[src/hw/acc_params.svh]
// constants of the analog comparator control block: offsets, field positions, resets
// assumes inclusion by each design file that needs a figure
`ifndef ACC_PARAMS_SVH
`define ACC_PARAMS_SVH

// ---------------------------------------------------------------
// register offsets (byte addresses on the 8-bit register port)
// ---------------------------------------------------------------
`define ACC_OFS_CTRL_STATUS   8'h50
`define ACC_OFS_CONV_B        8'h7B
`define ACC_OFS_DIN_DISABLE   8'h7F
`define ACC_OFS_OUT_ENABLE    8'h51
`define ACC_OFS_CONV_A        8'h7A
`define ACC_OFS_CONV_CHANNEL  8'h7C
`define ACC_OFS_VECTOR_ACK    8'h52

// ---------------------------------------------------------------
// field positions
// ---------------------------------------------------------------
`define ACC_BIT_POWER_OFF     7
`define ACC_BIT_BANDGAP       6
`define ACC_BIT_RESULT        5
`define ACC_BIT_FLAG          4
`define ACC_BIT_IRQ_EN        3
`define ACC_BIT_CAPTURE       2
`define ACC_BIT_MODE_HI       1
`define ACC_BIT_MODE_LO       0
`define ACC_BIT_MUX_EN        6
`define ACC_BIT_CONV_EN       7
`define ACC_BIT_PIN_OE        0
`define ACC_BIT_NEG_BUF_OFF   1
`define ACC_BIT_POS_BUF_OFF   0

// ---------------------------------------------------------------
// reset values and masks
// ---------------------------------------------------------------
`define ACC_RST_BYTE          8'h00
`define ACC_MASK_CONV_B       8'h47
`define ACC_MASK_DIN_DISABLE  8'h03
`define ACC_MASK_OUT_ENABLE   8'h01
`define ACC_MASK_CHANNEL      8'h07

// ---------------------------------------------------------------
// timing: synchroniser depth in cycles
// ---------------------------------------------------------------
`define ACC_SYNC_STAGES       2

`endif

[src/hw/acc_pkg.sv]
// types shared by the analog comparator control block
// assumes acc_params.svh lies on the include path
package acc_pkg;

    // ---------------------------------------------------------------
    // event mode encoding
    // ---------------------------------------------------------------
    typedef enum logic [1:0] {
        ACC_MODE_TOGGLE   = 2'b00,
        ACC_MODE_RESERVED = 2'b01,
        ACC_MODE_FALL     = 2'b10,
        ACC_MODE_RISE     = 2'b11
    } acc_mode_type;

    // ---------------------------------------------------------------
    // register port request, one cycle
    // ---------------------------------------------------------------
    typedef struct packed {
        logic [7:0] addr;   // byte address
        logic [7:0] wdata;  // write data
        logic       wr;     // write strobe
        logic       rd;     // read strobe
    } acc_bus_type;

    // ---------------------------------------------------------------
    // analog routing toward the comparator core
    // ---------------------------------------------------------------
    typedef struct packed {
        logic       power_off;   // core unpowered
        logic       bandgap_sel; // positive input from bandgap
        logic       neg_from_mux;// negative input from converter pin
        logic [2:0] neg_channel; // which converter pin
    } acc_route_type;

endpackage : acc_pkg

[src/hw/acc_sync.sv]
// two-stage synchroniser for the raw comparator level
// assumes the raw level may change at any time relative to the clock
`timescale 1ns/1ps
module acc_sync #(
    parameter int STAGES = 2    // depth, at least two
) (
    // clock and reset
    input  wire logic clk_i,
    input  wire logic rst_i,
    // level in and out
    input  wire logic async_i,
    output wire logic sync_o
);
    logic [STAGES-1:0] chain;       // first stage read only by the second
    logic [STAGES-1:0] next_chain;  // shifted chain

    // shift in the raw level
    always_comb begin
        next_chain = {chain[STAGES-2:0], async_i};
    end

    // register the chain
    always_ff @(posedge clk_i) begin
        if (rst_i) begin
            chain <= '0;
        end else begin
            chain <= next_chain;
        end
    end

    assign sync_o = chain[STAGES-1];
endmodule : acc_sync

[src/hw/acc_edge.sv]
// event detector: compares the synced result with its previous cycle
// assumes the input is already in the clock domain
`timescale 1ns/1ps
module acc_edge
    import acc_pkg::*;
(
    // clock and reset
    input  wire logic         clk_i,
    input  wire logic         rst_i,
    // synced level and selected mode
    input  wire logic         level_i,
    input  wire acc_mode_type mode_i,
    // one-cycle event pulse
    output wire logic         event_o
);
    logic prev;        // level one cycle ago
    logic next_prev;   // next value
    logic hit;         // mode match this cycle

    // decode the selected event
    always_comb begin
        next_prev = level_i;
        unique case (mode_i)
            ACC_MODE_TOGGLE:   hit = level_i ^ prev;
            ACC_MODE_RESERVED: hit = 1'b0;         // reserved code never fires
            ACC_MODE_FALL:     hit = prev & ~level_i;
            ACC_MODE_RISE:     hit = ~prev & level_i;
        endcase
    end

    // remember last level
    always_ff @(posedge clk_i) begin
        if (rst_i) begin
            prev <= 1'b0;
        end else begin
            prev <= next_prev;
        end
    end

    assign event_o = hit;
endmodule : acc_edge

[src/hw/acc_ctrl.sv]
// top of the analog comparator control block: registers, routing, event flag
// assumes an 8-bit register port with read data one cycle after the read strobe
//
// Notes on behaviour
// - raw result high when positive exceeds negative
// - mux on, converter off: channel picks pin
// - otherwise negative pin feeds negative input
// - output enable drives result onto pin
// - power-off bit cuts comparator power anytime
// - bandgap select replaces positive pin
// - result bit synchronised, one-two cycle latency
// - selected event sets the flag
// - flag cleared by vector or written one
// - irq when flag, enable, global enable
// - mode: toggle, reserved, falling, rising
// - capture enable routes result to timer
// - buffer-off bits disable buffers, pins read zero
// - unused bits ignore writes, read zero, except in conv_a and channel, which store every bit
// - converter enable gates negative multiplexing
`timescale 1ns/1ps
`include "acc_params.svh"
module acc_ctrl
    import acc_pkg::*;
(
    // clock and reset
    input  wire logic          MCLK_I,
    input  wire logic          RST_I,
    // register port
    input  wire logic [7:0]    ADDR_I,
    input  wire logic [7:0]    WDATA_I,
    input  wire logic          WR_I,
    input  wire logic          RD_I,
    output logic      [7:0]    RDATA_O,
    // comparator core
    input  wire logic          RAW_RESULT_I,
    output acc_route_type      ROUTE_O,
    // interrupt system
    input  wire logic          GLOBAL_IRQ_EN_I,
    input  wire logic          VECTOR_ACK_I,
    output logic               IRQ_O,
    // timer capture front end and result pin
    output logic               CAPTURE_O,
    output logic               RESULT_PIN_O,
    output logic               RESULT_PIN_OE_O,
    // digital pin buffers
    input  wire logic          POS_PIN_DIN_I,
    input  wire logic          NEG_PIN_DIN_I,
    output logic               POS_PIN_DIN_O,
    output logic               NEG_PIN_DIN_O,
    output logic               POS_BUF_OFF_O,
    output logic               NEG_BUF_OFF_O
);
    // ---------------------------------------------------------------
    // register state
    // ---------------------------------------------------------------
    logic [7:0]   ctrl;            // control/status, flag and result bits unused
    logic [7:0]   conv_b;          // mux enable and trigger bits
    logic [7:0]   conv_a;          // converter enable lives in bit 7
    logic [7:0]   channel;         // channel select in low three bits
    logic [7:0]   din_off;         // buffer-off bits
    logic [7:0]   out_en;          // result pin enable
    logic         flag;            // event flag
    logic [7:0]   rdata;           // read data register
    logic [7:0]   next_ctrl;
    logic [7:0]   next_conv_b;
    logic [7:0]   next_conv_a;
    logic [7:0]   next_channel;
    logic [7:0]   next_din_off;
    logic [7:0]   next_out_en;
    logic         next_flag;
    logic [7:0]   next_rdata;

    // ---------------------------------------------------------------
    // output pipeline state
    // ---------------------------------------------------------------
    acc_route_type route;          // registered routing
    acc_route_type next_route;
    logic         irq;
    logic         next_irq;
    logic         capture;
    logic         next_capture;
    logic         pin;
    logic         next_pin;
    logic         pin_oe;
    logic         next_pin_oe;
    logic         pos_din;
    logic         neg_din;
    logic         next_pos_din;
    logic         next_neg_din;

    // ---------------------------------------------------------------
    // synchroniser and event detector
    // ---------------------------------------------------------------
    logic         result_sync;     // result in clock domain
    logic         event_hit;       // selected event this cycle

    // raw result comes from the core comparing selected inputs
    acc_sync #(.STAGES(`ACC_SYNC_STAGES)) u_sync (
        .clk_i   (MCLK_I),
        .rst_i   (RST_I),
        .async_i (RAW_RESULT_I),
        .sync_o  (result_sync)
    );

    acc_edge u_edge (
        .clk_i   (MCLK_I),
        .rst_i   (RST_I),
        .level_i (result_sync),
        .mode_i  (acc_mode_type'(ctrl[`ACC_BIT_MODE_HI:`ACC_BIT_MODE_LO])),
        .event_o (event_hit)
    );

    // ---------------------------------------------------------------
    // register writes, flag and read data
    // ---------------------------------------------------------------
    function automatic logic hit(input logic [7:0] a, input logic [7:0] ofs);
        hit = (a == ofs);
    endfunction : hit

    always_comb begin
        next_ctrl    = ctrl;
        next_conv_b  = conv_b;
        next_conv_a  = conv_a;
        next_channel = channel;
        next_din_off = din_off;
        next_out_en  = out_en;
        next_flag    = flag;
        next_rdata   = `ACC_RST_BYTE;
        // clears first, so a same-cycle event below still wins
        if (VECTOR_ACK_I) begin
            next_flag = 1'b0;
        end
        if (WR_I) begin
            if (hit(ADDR_I, `ACC_OFS_CTRL_STATUS)) begin
                // result and flag bits are not stored here
                next_ctrl = WDATA_I & ~8'h30;
                if (WDATA_I[`ACC_BIT_FLAG]) begin
                    next_flag = 1'b0;
                end
            end
            if (hit(ADDR_I, `ACC_OFS_CONV_B)) begin
                next_conv_b = WDATA_I & `ACC_MASK_CONV_B;
            end
            if (hit(ADDR_I, `ACC_OFS_CONV_A)) begin
                next_conv_a = WDATA_I;
            end
            if (hit(ADDR_I, `ACC_OFS_CONV_CHANNEL)) begin
                next_channel = WDATA_I;
            end
            if (hit(ADDR_I, `ACC_OFS_DIN_DISABLE)) begin
                next_din_off = WDATA_I & `ACC_MASK_DIN_DISABLE;
            end
            if (hit(ADDR_I, `ACC_OFS_OUT_ENABLE)) begin
                next_out_en = WDATA_I & `ACC_MASK_OUT_ENABLE;
            end
        end
        // hardware set beats any clear
        if (event_hit) begin
            next_flag = 1'b1;
        end
        if (RD_I) begin
            unique case (ADDR_I)
                `ACC_OFS_CTRL_STATUS: begin
                    next_rdata = ctrl;
                    next_rdata[`ACC_BIT_RESULT] = result_sync;
                    next_rdata[`ACC_BIT_FLAG]   = flag;
                end
                `ACC_OFS_CONV_B:       next_rdata = conv_b;
                `ACC_OFS_CONV_A:       next_rdata = conv_a;
                `ACC_OFS_CONV_CHANNEL: next_rdata = channel;
                `ACC_OFS_DIN_DISABLE:  next_rdata = din_off;
                `ACC_OFS_OUT_ENABLE:   next_rdata = out_en;
                default:               next_rdata = `ACC_RST_BYTE; // unmapped
            endcase
        end
    end

    always_ff @(posedge MCLK_I) begin
        if (RST_I) begin
            ctrl    <= `ACC_RST_BYTE;
            conv_b  <= `ACC_RST_BYTE;
            conv_a  <= `ACC_RST_BYTE;
            channel <= `ACC_RST_BYTE;
            din_off <= `ACC_RST_BYTE;
            out_en  <= `ACC_RST_BYTE;
            flag    <= 1'b0;
            rdata   <= `ACC_RST_BYTE;
        end else begin
            ctrl    <= next_ctrl;
            conv_b  <= next_conv_b;
            conv_a  <= next_conv_a;
            channel <= next_channel;
            din_off <= next_din_off;
            out_en  <= next_out_en;
            flag    <= next_flag;
            rdata   <= next_rdata;
        end
    end

    // ---------------------------------------------------------------
    // routing, interrupt, capture, pins
    // ---------------------------------------------------------------
    always_comb begin
        next_route.power_off   = ctrl[`ACC_BIT_POWER_OFF];
        next_route.bandgap_sel = ctrl[`ACC_BIT_BANDGAP];
        // converter must be off for the mux to take the negative input
        next_route.neg_from_mux = conv_b[`ACC_BIT_MUX_EN]
                                & ~conv_a[`ACC_BIT_CONV_EN];
        next_route.neg_channel = next_route.neg_from_mux
                               ? channel[2:0] : 3'h0;
        next_irq     = flag & ctrl[`ACC_BIT_IRQ_EN] & GLOBAL_IRQ_EN_I;
        next_capture = ctrl[`ACC_BIT_CAPTURE] & result_sync;
        next_pin_oe  = out_en[`ACC_BIT_PIN_OE];
        next_pin     = out_en[`ACC_BIT_PIN_OE] & result_sync;
        next_pos_din = POS_PIN_DIN_I & ~din_off[`ACC_BIT_POS_BUF_OFF];
        next_neg_din = NEG_PIN_DIN_I & ~din_off[`ACC_BIT_NEG_BUF_OFF];
    end

    always_ff @(posedge MCLK_I) begin
        if (RST_I) begin
            route   <= '0;
            irq     <= 1'b0;
            capture <= 1'b0;
            pin     <= 1'b0;
            pin_oe  <= 1'b0;
            pos_din <= 1'b0;
            neg_din <= 1'b0;
        end else begin
            route   <= next_route;
            irq     <= next_irq;
            capture <= next_capture;
            pin     <= next_pin;
            pin_oe  <= next_pin_oe;
            pos_din <= next_pos_din;
            neg_din <= next_neg_din;
        end
    end

    assign RDATA_O         = rdata;
    assign ROUTE_O         = route;
    assign IRQ_O           = irq;
    assign CAPTURE_O       = capture;
    assign RESULT_PIN_O    = pin;
    assign RESULT_PIN_OE_O = pin_oe;
    assign POS_PIN_DIN_O   = pos_din;
    assign NEG_PIN_DIN_O   = neg_din;
    assign POS_BUF_OFF_O   = din_off[`ACC_BIT_POS_BUF_OFF];
    assign NEG_BUF_OFF_O   = din_off[`ACC_BIT_NEG_BUF_OFF];

    // ---------------------------------------------------------------
    // assertions
    // ---------------------------------------------------------------
    flag_set_a: assert property (@(posedge MCLK_I) disable iff (RST_I)
        event_hit |=> flag)
        else $error("event did not set flag");
    flag_clear_a: assert property (@(posedge MCLK_I) disable iff (RST_I)
        (VECTOR_ACK_I && !event_hit) |=> !flag)
        else $error("vector did not clear flag");
    irq_gate_a: assert property (@(posedge MCLK_I) disable iff (RST_I)
        IRQ_O |-> $past(flag) && $past(ctrl[3]) && $past(GLOBAL_IRQ_EN_I))
        else $error("irq without cause");
    sync_delay_a: assert property (@(posedge MCLK_I) disable iff (RST_I)
        $rose(RAW_RESULT_I) ##1 RAW_RESULT_I |=> result_sync)
        else $error("result sync too slow");
    neg_mux_a: assert property (@(posedge MCLK_I) disable iff (RST_I)
        conv_a[7] |=> !ROUTE_O.neg_from_mux)
        else $error("mux active with converter on");
    pin_drive_a: assert property (@(posedge MCLK_I) disable iff (RST_I)
        !out_en[0] |=> !RESULT_PIN_OE_O && !RESULT_PIN_O)
        else $error("pin driven while disabled");
    capture_off_a: assert property (@(posedge MCLK_I) disable iff (RST_I)
        !ctrl[2] |=> !CAPTURE_O)
        else $error("capture routed while off");
    buf_read_a: assert property (@(posedge MCLK_I) disable iff (RST_I)
        din_off[0] |=> !POS_PIN_DIN_O)
        else $error("disabled pin reads one");
    unused_zero_a: assert property (@(posedge MCLK_I) disable iff (RST_I)
        RD_I && ADDR_I == 8'h7F |=> RDATA_O[7:2] == 6'h00)
        else $error("unused bits read nonzero");
    bandgap_route_a: assert property (@(posedge MCLK_I) disable iff (RST_I)
        ROUTE_O.bandgap_sel == $past(ctrl[`ACC_BIT_BANDGAP]))
        else $error("bandgap select not routed");
    power_route_a: assert property (@(posedge MCLK_I) disable iff (RST_I)
        ROUTE_O.power_off == $past(ctrl[`ACC_BIT_POWER_OFF]))
        else $error("power off not routed");
    mux_select_a: assert property (@(posedge MCLK_I) disable iff (RST_I)
        conv_b[`ACC_BIT_MUX_EN] && !conv_a[`ACC_BIT_CONV_EN]
        |=> ROUTE_O.neg_from_mux && ROUTE_O.neg_channel == $past(channel[2:0]))
        else $error("converter pin not selected");
    result_read_a: assert property (@(posedge MCLK_I) disable iff (RST_I)
        RD_I && ADDR_I == `ACC_OFS_CTRL_STATUS
        |=> RDATA_O[`ACC_BIT_RESULT] == $past(result_sync))
        else $error("result bit not read back");
    rise_event_a: assert property (@(posedge MCLK_I) disable iff (RST_I)
        ctrl[`ACC_BIT_MODE_HI:`ACC_BIT_MODE_LO] == ACC_MODE_RISE && $rose(result_sync)
        |-> event_hit)
        else $error("rising edge missed");
    fall_event_a: assert property (@(posedge MCLK_I) disable iff (RST_I)
        ctrl[`ACC_BIT_MODE_HI:`ACC_BIT_MODE_LO] == ACC_MODE_FALL && $fell(result_sync)
        |-> event_hit)
        else $error("falling edge missed");
    reserved_mode_a: assert property (@(posedge MCLK_I) disable iff (RST_I)
        ctrl[`ACC_BIT_MODE_HI:`ACC_BIT_MODE_LO] == ACC_MODE_RESERVED |-> !event_hit)
        else $error("reserved mode raised an event");
endmodule : acc_ctrl

[config.mk]
export PLATFORM = sky130hd
export DESIGN_NAME = acc_ctrl
export DESIGN_NICKNAME = d
export VERILOG_FILES = /design/src/hw/acc_pkg.sv /design/src/hw/acc_sync.sv /design/src/hw/acc_edge.sv /design/src/hw/acc_ctrl.sv
export VERILOG_INCLUDE_DIRS = /design/src /design/src/hw
export SDC_FILE = /design/constraint.sdc
export NUM_CORES = 1
export LEC_CHECK = 0
export BUFFER_PORTS_ARGS = -buffer_cell sky130_fd_sc_hd__buf_2
export CAP_MARGIN = 5
export CORE_MARGIN = 2
export CORE_UTILIZATION = 58
export CTS_CLUSTER_SIZE = 8
export DETAILED_ROUTE_END_ITERATION = 6
export HOLD_SLACK_MARGIN = 0.1
export MAX_ROUTING_LAYER = met4
export PLACE_DENSITY = 0.89
export REMOVE_ABC_BUFFERS = 1
export SLEW_MARGIN = 20
export SYNTH_ARGS = -nofsm -noshare
export SYNTH_HDL_FRONTEND = slang
export SYNTH_HIERARCHICAL = 1
export SYNTH_SLANG_ARGS = --single-unit
[constraint.sdc]
create_clock -name MCLK_I -period 3 [get_ports MCLK_I]
set_input_delay 0.6 -clock MCLK_I [delete_from_list [all_inputs] [get_ports MCLK_I]]
set_output_delay 0.6 -clock MCLK_I [all_outputs]
set_load 0.005 [all_outputs]
**After elaboration in Yosys (flattened, before gate mapping)**

Index checks and enable logic that the tools add are counted.

- Output and inout bits: 22
- Register bits after elaboration: 53
- Logic and storage cells: 62
- Bits of input ports: 25

- Bitwise logic cells: 17
- Muxes and demuxes: 7
- Equal/unequal tests: 9
- Reduce and logical (&&, ||, !) cells: 9

Operators by type and width:

| cell | count |
|---|---|
| 8-bit by 7-bit equality test with 1-bit output, second input constant | 6 |
| 8-bit one-hot mux with 6 select lines | 1 |
| 2-bit AND reduction | 6 |
| 1-bit bitwise AND | 9 |
| 1-bit NOT | 7 |
| 1-bit two-way mux | 5 |
| 2-bit equality test, second input constant | 2 |
| 1-bit one-hot mux with 4 select lines | 1 |
| 2-bit OR reduction | 2 |
| 2-bit by 1-bit equality test with 1-bit output, second input constant | 1 |
| 2-bit logical NOT | 1 |
| 1-bit XOR | 1 |

**Logic depth before layout (Yosys ltp)**

Gate-level depths: netlist of run 1.

- Word-level depth: 5
- Mapped depth: 6
- Mapped depth without buffers: 6

**By module**

The synthesis of run 1 kept the hierarchy.

By module, submodules not included:

| module | cells an instance | area each (um^2) | instances |
|---|---|---|---|
| acc_ctrl | 226 | 2119.5 | 1 |
| acc_edge | 10 | 86.3 | 1 |
| acc_sync | 4 | 52.6 | 1 |

**Worst setup path before layout of run 1**

OpenSTA, ideal clock, no wires.

- Path type: in2reg
- Start: input port ADDR_I[2]
- End: register out_en[0]
- Setup time: 0.128 ns
- Data required time: 2.872 ns
- Path slack: 1.139 ns
- Arrival time: 1.734 ns
- Stages: 5
- Cells stage by stage: buf_6 or4b_4 nor4_2 mux2i_1 nor2_1

- Cells in the longest elaborated chain, start to end: 2

Ends and longest elaborated chain:

| element | RTL line | RTL |
|---|---|---|
| start, declared | acc_ctrl.sv:29 | `input wire logic [7:0] ADDR_I,` |
| 8-bit by 7-bit equality test with 1-bit output | acc_ctrl.sv:117 | `hit = (a == ofs);` |
| 2-bit AND reduction (no line) | n/a |  |
| end signal, assigned | acc_ctrl.sv:185 | `` out_en <= `ACC_RST_BYTE; `` |
| end signal, assigned | acc_ctrl.sv:194 | `out_en <= next_out_en;` |
| end, declared | acc_ctrl.sv:61 | `logic [7:0] out_en;` |

Every way passes these cells.
A chain may end at the register's enable or synchronous reset.

**Worst setup path in the final report of run 1**

- Start: input port ADDR_I[2]
- End: register rdata[5] (netlist: RDATA_O[5])

- Cells in the longest elaborated chain, start to end: 2
- Elaborated cells on any way between the ends: 7

Ends and longest elaborated chain:

| element | RTL line | RTL |
|---|---|---|
| 8-bit by 7-bit equality test with 1-bit output | acc_ctrl.sv:162 | `unique case (ADDR_I)` |
| 8-bit one-hot mux with 6 select lines (*) | acc_ctrl.sv:162 |  |
| end signal, assigned | acc_ctrl.sv:187 | `` rdata <= `ACC_RST_BYTE; `` |
| end signal, assigned | acc_ctrl.sv:196 | `rdata <= next_rdata;` |
| end, declared | acc_ctrl.sv:63 | `logic [7:0] rdata;` |

Every way passes the cells marked *; elsewhere a longest branch is shown, timed or not.

==> results.md, run 1 <==
* Outcome: finished clean
* Max Cap Violations at 0
* Ys async rst share at 0%
* Grt met3 use at 4.60%
* Final setup TNS at 0 ns
* Peak VDD IR at 0.000328 V
* Unrepaired setup endpoints after global routing: no
* Yosys warning count at 6
* Total Wirelength at 5070 µm
* Most frequent cell after synthesis: dfxtp_1
* Internal power at 0.901 mW
* Number of diodes at 0
* Seq/Total Area, Yosys at 47.0%
* Post-layout net count at 311
* DR iter-0 viols at 185
* Kind of critical path: input port to flop
* Post_cts resized at 0
* Top FF cell, synth: dfxtp_1
* WL/cell at 15.2 µm
* Fillers at 295
* Via count at 1926
* Post-CTS setup buffer count at 0
* Hold Startpoint: u_sync/chain[0]
* Post-synth top cells: 53 x dfxtp_1, 25 x nor2_1, 23 x nand2_1
* Worst path required time at 3.17 ns
* Switch share at 23.5%
* Top post-synthesis cells by area: dfxtp_1 47%, mux2i_1 9.3%, nor2_1 4.2%, nand2_1 3.8%, a21oi_1 3.3%
* Row count at 22
* CTS max path bufs at 2
* Relative slew slack at 56.9%
* Worst Path Max Fanout at 19
* Yosys top cell area share at 47.0%
* I/O pin total at 47
* First-pass detailed-route iteration total at 5
* Worst Skew at 0.00608 ns
* Flop pwr share at 60.3%
* Number of port buffers at 46
* Clock latency on the worst-skew pair at 0.31 ns
* Dpl hpwl at 3480 µm
* FF+latch area at 1060 µm²
* CTS tree: done
* Chip Width at 66.4 µm
* Clk pwr share at 32.9%
* Vias in the first global route at 1801
* Grt peak-use layer: met2
* Core region area at 3720 µm²
* Share of layout cells above drive strength 1 at 24.9%
* Lkg Pwr at 1.14 nW
* Hold-fix buffers at CTS at 0
* Number of synthesized register bits at 53
* Mapped Area at 2260 µm²
* Die area at 4410 µm²
* Critical Path Start Type: input port
* GRT overflow at 0
* Worst r2r dst: flag
* Post-route ant nets at 0
* Final setup vio count at 0
* CTS Buf Count at 5
* GR Util met1 at 33.2%
* Core Util, Final at 69.9%
* Distinct cell type count after synthesis at 40
* Post-synth top area cell: dfxtp_1
* Fin crit share at 62.0%
* Switch Pwr at 0.277 mW
* Endpoint type of the worst setup path: flop
* Reg2Reg Setup Slack at 1.59 ns
* Clk root buf: clkbuf_8
* Number of H-tree levels at 2
* Mean Syn Cell Area at 9.41 µm²
* Hold Path Class: flop to flop
* Number of synthesized flops with an enable pin at 0
* Multi-input logic area at 1120 µm²
* R2R Path Start: u_sync/chain[1]
* Post-synthesis cell count at 240
* Final hold vios at 0
* Via density at 5.78
* Chip Height at 66.4 µm
* Fin. max-slew vios at 0
* R2r worst-path depth at 6
* GRT Total Usage at 26.4%
* Hold Path Sink: u_sync/chain[1]
* Area Growth Syn to Fin at 15.0%
* Part of the power in combinational logic at 6.8%
* Largest net degree at the start of global routing at 28
* Slew @ Worst Pin at 0.642 ns
* Final GP Congestion at 0.949
* Critical Path AT at 2.03 ns
* CTS Sinks at 53
* Worst hold slack at 0.446 ns
* First-pass GRT wire length at 8550 µm
* Fmax at 537 MHz
* Reg clk slew, reported paths at 0.09 ns
* Remaining DRCs at 0
* Min Tclk post-route at 1.86 ns
* Worst Hold Depth at 1
* Initial antenna violation count at 0
* PwrDens at 453 nW/µm²
* Initial Utilization at 60.8%
* GR Layer Usage met2 at 42.3%
sequential cells by signal, indices dropped and copies added (netlist names), 2 cells and up:
signal	cells
u_sync/chain	2
channel	8
RDATA_O	8
ROUTE_O	6
conv_a	8
din_off	2
conv_b	4
ctrl	6
power by group through the flow:
stage,registers [mW],logic [mW],clock network (mW)
floorplan,0.725,0.0271,0
global placement,0.726,0.0779,0
detailed placement,0.726,0.0792,0
CTS,0.710,0.0797,0.389
global route,0.711,0.0876,0.421
finish,0.710,0.0801,0.388
cell usage in the layout, fill, tap and decap left out, types with 4 or more instances in the layout:
master	synthesis	final
dfxtp_1	53	53
buf_2	4	46
nor2_1	25	25
nand2_1	23	23
mux2i_1	21	21
a21oi_1	15	15
nand3_1	11	11
nor3_1	10	10
nor2b_1	9	9
and3_1	8	8
o21ai_0	7	7
inv_1	5	5
clkbuf_8	0	5
mux2_2	4	4
buf_4	0	4
layout make-up:
cell class                 count  share of cell area, %
clock buffer                   8                   3.08
tap                           48                   2.31
sequential                    53                   40.8
inverter                       5                  0.723
multi-input combinational    169                   43.0
timing repair buffer          50                   10.0
metrics by stage:
step / std cells / total power [mW] / setup WS, ns / cell area (µm²)
after global placement: 325 / 0.804 / 0.872 / 2520
after global routing: 333 / 1.22 / 1.03 / 2600
after CTS: 333 / 1.18 / 1.17 / 2600
final: 333 / 1.18 / 1.14 / 2600
after detailed placement: 325 / 0.806 / 0.847 / 2520
after floorplan: 227 / 0.753 / 1.01 / 2200
worst max-delay path by stage:
stage | from | endpoint | slack (ns) | depth (start not counted)
detailed placement | ADDR_I[2] | RDATA_O[5] | 0.85 | 5
global route | ADDR_I[2] | RDATA_O[1] | 1.03 | 5
CTS | ADDR_I[2] | RDATA_O[5] | 1.17 | 5
finish | ADDR_I[2] | RDATA_O[5] | 1.14 | 5
floorplan | ADDR_I[3] | conv_a[0] | 1.01 | 4
global placement | ADDR_I[3] | conv_a[3] | 0.87 | 5
per-layer routing:
| layer | routed length, µm | vias up |
|---|---|---|
| met2 | 2440 | 92 |
| met4 | 117 | 0 |
| li1 | - | 927 |
| met3 | 336 | 15 |
| met5 | 0 | - |
| met1 | 2180 | 892 |
logic make-up after synthesis:
family	share of synthesized area, %
flops	47.0
mux	11.3
simple gates	28.9
compound gates	8.14
fa+ha+maj	1.11
buf+inv	3.55
critical path, cell delays in order:
cell	delay (ns)
buf_2	0.35
inv_1	0.13
o2111a_1	0.26
o31ai_2	0.59
a21oi_1	0.09
Note: power is estimated with default switching activity, not from simulation.
==> run 2: changes to the inputs <==
--- a/config.mk
+++ b/config.mk
@@ -9,12 +9,12 @@
 export BUFFER_PORTS_ARGS = -buffer_cell sky130_fd_sc_hd__buf_2
 export CAP_MARGIN = 5
 export CORE_MARGIN = 2
-export CORE_UTILIZATION = 58
+export CORE_UTILIZATION = 54
 export CTS_CLUSTER_SIZE = 8
 export DETAILED_ROUTE_END_ITERATION = 6
 export HOLD_SLACK_MARGIN = 0.1
 export MAX_ROUTING_LAYER = met4
-export PLACE_DENSITY = 0.89
+export PLACE_DENSITY = 0.84
 export REMOVE_ABC_BUFFERS = 1
 export SLEW_MARGIN = 20
 export SYNTH_ARGS = -nofsm -noshare
==> constraint.sdc (replaced) <==
create_clock -name MCLK_I -period 1.8 [get_ports MCLK_I]
set_input_delay 0.36 -clock MCLK_I [delete_from_list [all_inputs] [get_ports MCLK_I]]
set_output_delay 0.36 -clock MCLK_I [all_outputs]
set_load 0.005 [all_outputs]
==> run 2 against run 1 <==
  * Non-clock buffer count is 12 higher
  * Die area up 7.0%
  * Routed wire length rose by 5.1%
  * Utilization is 2.6 points lower
  * Cell count up 4.2%
  * Register-to-register slack worse by 1.2 ns
  * Clock skew rose by 0.0019 ns
  * Sequential power increased by 66%
  * Worst hold slack worse by 0.19 ns
  * Total power grew 69%
  * Combinational power grew 90%
  * Highest routed layer unchanged
==> results.md, run 2 (synthesis results as in run 1) <==
* Final setup TNS at 0 ns (unchanged)
* Number of H-tree levels at 2 (unchanged)
* Worst Skew at 0.00800 ns (was 0.00608 ns)
* Core region area at 4000 µm² (was 3720 µm²)
* First-pass GRT wire length at 8520 µm (was 8550 µm)
* I/O pin total at 47 (unchanged)
* GRT Total Usage at 25.7% (was 26.4%)
* Via density at 5.57 (was 5.78)
* FF+latch area at 1060 µm² (unchanged)
* Endpoint type of the worst setup path: flop (unchanged)
* Fin. max-slew vios at 0 (unchanged)
* Min Tclk post-route at 1.48 ns
* Max Cap Violations at 0 (unchanged)
* Final GP Congestion at 0.946 (was 0.949)
* Initial antenna violation count at 0 (unchanged)
* Final hold vios at 0 (unchanged)
* CTS tree: done (unchanged)
* Most frequent cells in the layout: 53 x dfxtp_1, 46 x buf_2, 25 x nor2_1 (unchanged)
* CTS Sinks at 53 (unchanged)
* Number of diodes at 0 (unchanged)
* Unrepaired setup endpoints after global routing: no (unchanged)
* First-pass detailed-route iteration total at 4 (was 5)
* Post-layout net count at 323 (was 311)
* Kind of cell adding the most delay to the critical path: compound AO/OA/AOI/OAI gates (unchanged)
* Critical Path Start Type: input port (unchanged)
* PwrDens at 737 nW/µm² (was 453 nW/µm²)
* CTS max path bufs at 2 (unchanged)
* Clock latency on the worst-skew pair at 0.30 ns (was 0.31 ns)
* Peak VDD IR at 0.000488 V (was 0.000328 V)
* Row count at 23 (was 22)
* Dpl hpwl at 3980 µm (was 3480 µm)
* Hold Path Class: input port to flop (was flop to flop)
* WL/cell at 15.4 µm (was 15.2 µm)
* CP max stage delay at 0.53 ns (was 0.59 ns)
* Fillers at 344 (was 295)
* Remaining DRCs at 0 (unchanged)
* Final setup vio count at 0 (unchanged)
* Total power at 1.99 mW (was 1.18 mW)
* Relative slew slack at 60.7% (was 56.9%)
* Fin crit share at 82.3%
* Worst hold slack at 0.259 ns (was 0.446 ns)
* Chip Width at 68.7 µm (was 66.4 µm)
* Slowest cell on crit path: o31ai_2 (unchanged)
* Lkg Pwr at 1.20 nW (was 1.14 nW)
* Multi-input logic area at 1120 µm² (unchanged)
* Commonest non-fill, non-tap cell in the layout: dfxtp_1 (unchanged)
* CP cell instances: buf_2, nor2b_1, buf_4, and4_1, o31ai_2, a21oi_1 (was buf_2, inv_1, o2111a_1, o31ai_2, a21oi_1)
* Area Growth Syn to Fin at 19.3% (was 15.0%)
* CTS Buf Count at 5 (unchanged)
* Critical Path AT at 1.65 ns (was 2.03 ns)
* Total Wirelength at 5330 µm (was 5070 µm)
* Clk root buf: clkbuf_8 (unchanged)
* Fmax at 675 MHz
* Die area at 4720 µm² (was 4410 µm²)
* Outcome: finished clean (unchanged)
* Via count at 1934 (was 1926)
* Initial Utilization at 56.5% (was 60.8%)
* Slew @ Worst Pin at 0.586 ns (was 0.642 ns)
* GRT overflow at 0 (unchanged)
* Largest net degree at the start of global routing at 23 (was 28)
* Share of layout cells above drive strength 1 at 28.3% (was 24.9%)
* Vias in the first global route at 1773 (was 1801)
* Worst path bufs/invs at 2 (unchanged)
* Worst path required time at 1.96 ns (was 3.17 ns)
* Hold-fix buffers at CTS at 0 (unchanged)
* Post-route ant nets at 0 (unchanged)
* Chip Height at 68.7 µm (was 66.4 µm)
* Reg clk slew, reported paths at 0.09 ns (about the same)
* Number of port buffers at 46 (unchanged)
* Kind of critical path: input port to flop (unchanged)
* DR iter-0 viols at 157 (was 185)
* Post-CTS setup buffer count at 0 (unchanged)
* Worst Path Max Fanout at 14 (was 19)
* Post_cts resized at 0 (unchanged)
## run 2: final timing paths
path | start | end | slack, ns | depth (start not counted)
min reg2reg | u_sync/chain[0] | u_sync/chain[1] | 0.45 | 1
max | ADDR_I[6] | RDATA_O[1] | 0.32 | 6
max reg2reg | u_sync/chain[1] | flag | 0.40 | 6
min | RAW_RESULT_I | u_sync/chain[0] | 0.26 | 2
## run 2: worst reg2reg max path, stage by stage (launching register included)
cell,delay [ns]
dfxtp_1,0.46
inv_1,0.09
ha_1,0.29
nor2b_1,0.14
o31ai_2,0.21
a31oi_1,0.06
nor2_1,0.10
## run 2: stage by stage
step           setup WS (ns)  util [%]  instance area [µm²]  instances
2_1_floorplan         0.0509         -                 2200        227
3_3_place_gp          0.0245      65.2                 2610        339
3_5_place_dp          0.0357      65.2                 2610        339
4_1_cts                0.352      67.3                 2690        347
5_1_grt                0.211      67.3                 2690        347
6_report               0.318      67.3                 2690        347
## run 2: power breakdown
group | internal (mW) | switching [mW]
logic | 0.0590 | 0.0935
clock network | 0.276 | 0.375
registers | 1.18 | 0.00397
## run 2: layer usage
layer | share of wire, % | routed length [µm] | vias up | global-route usage, %
met2 | 47 | 2490 | 77 | 38.6
met3 | 7.1 | 376 | 16 | 5.36
met5 | 0 | 0 | - | -
met4 | 2.5 | 132 | 0 | 12.8
met1 | 44 | 2330 | 887 | 32.9
li1 | - | - | 954 | -
## run 2: area by class of cell
type                    instances  area share [%]
clock buffers                   7            2.83
clock inverters                 1           0.279
inverters                       5           0.697
multi-input cells             169            41.5
flip-flops and latches         53            39.4
well taps                      50            2.32
repair buffers                 62            13.0
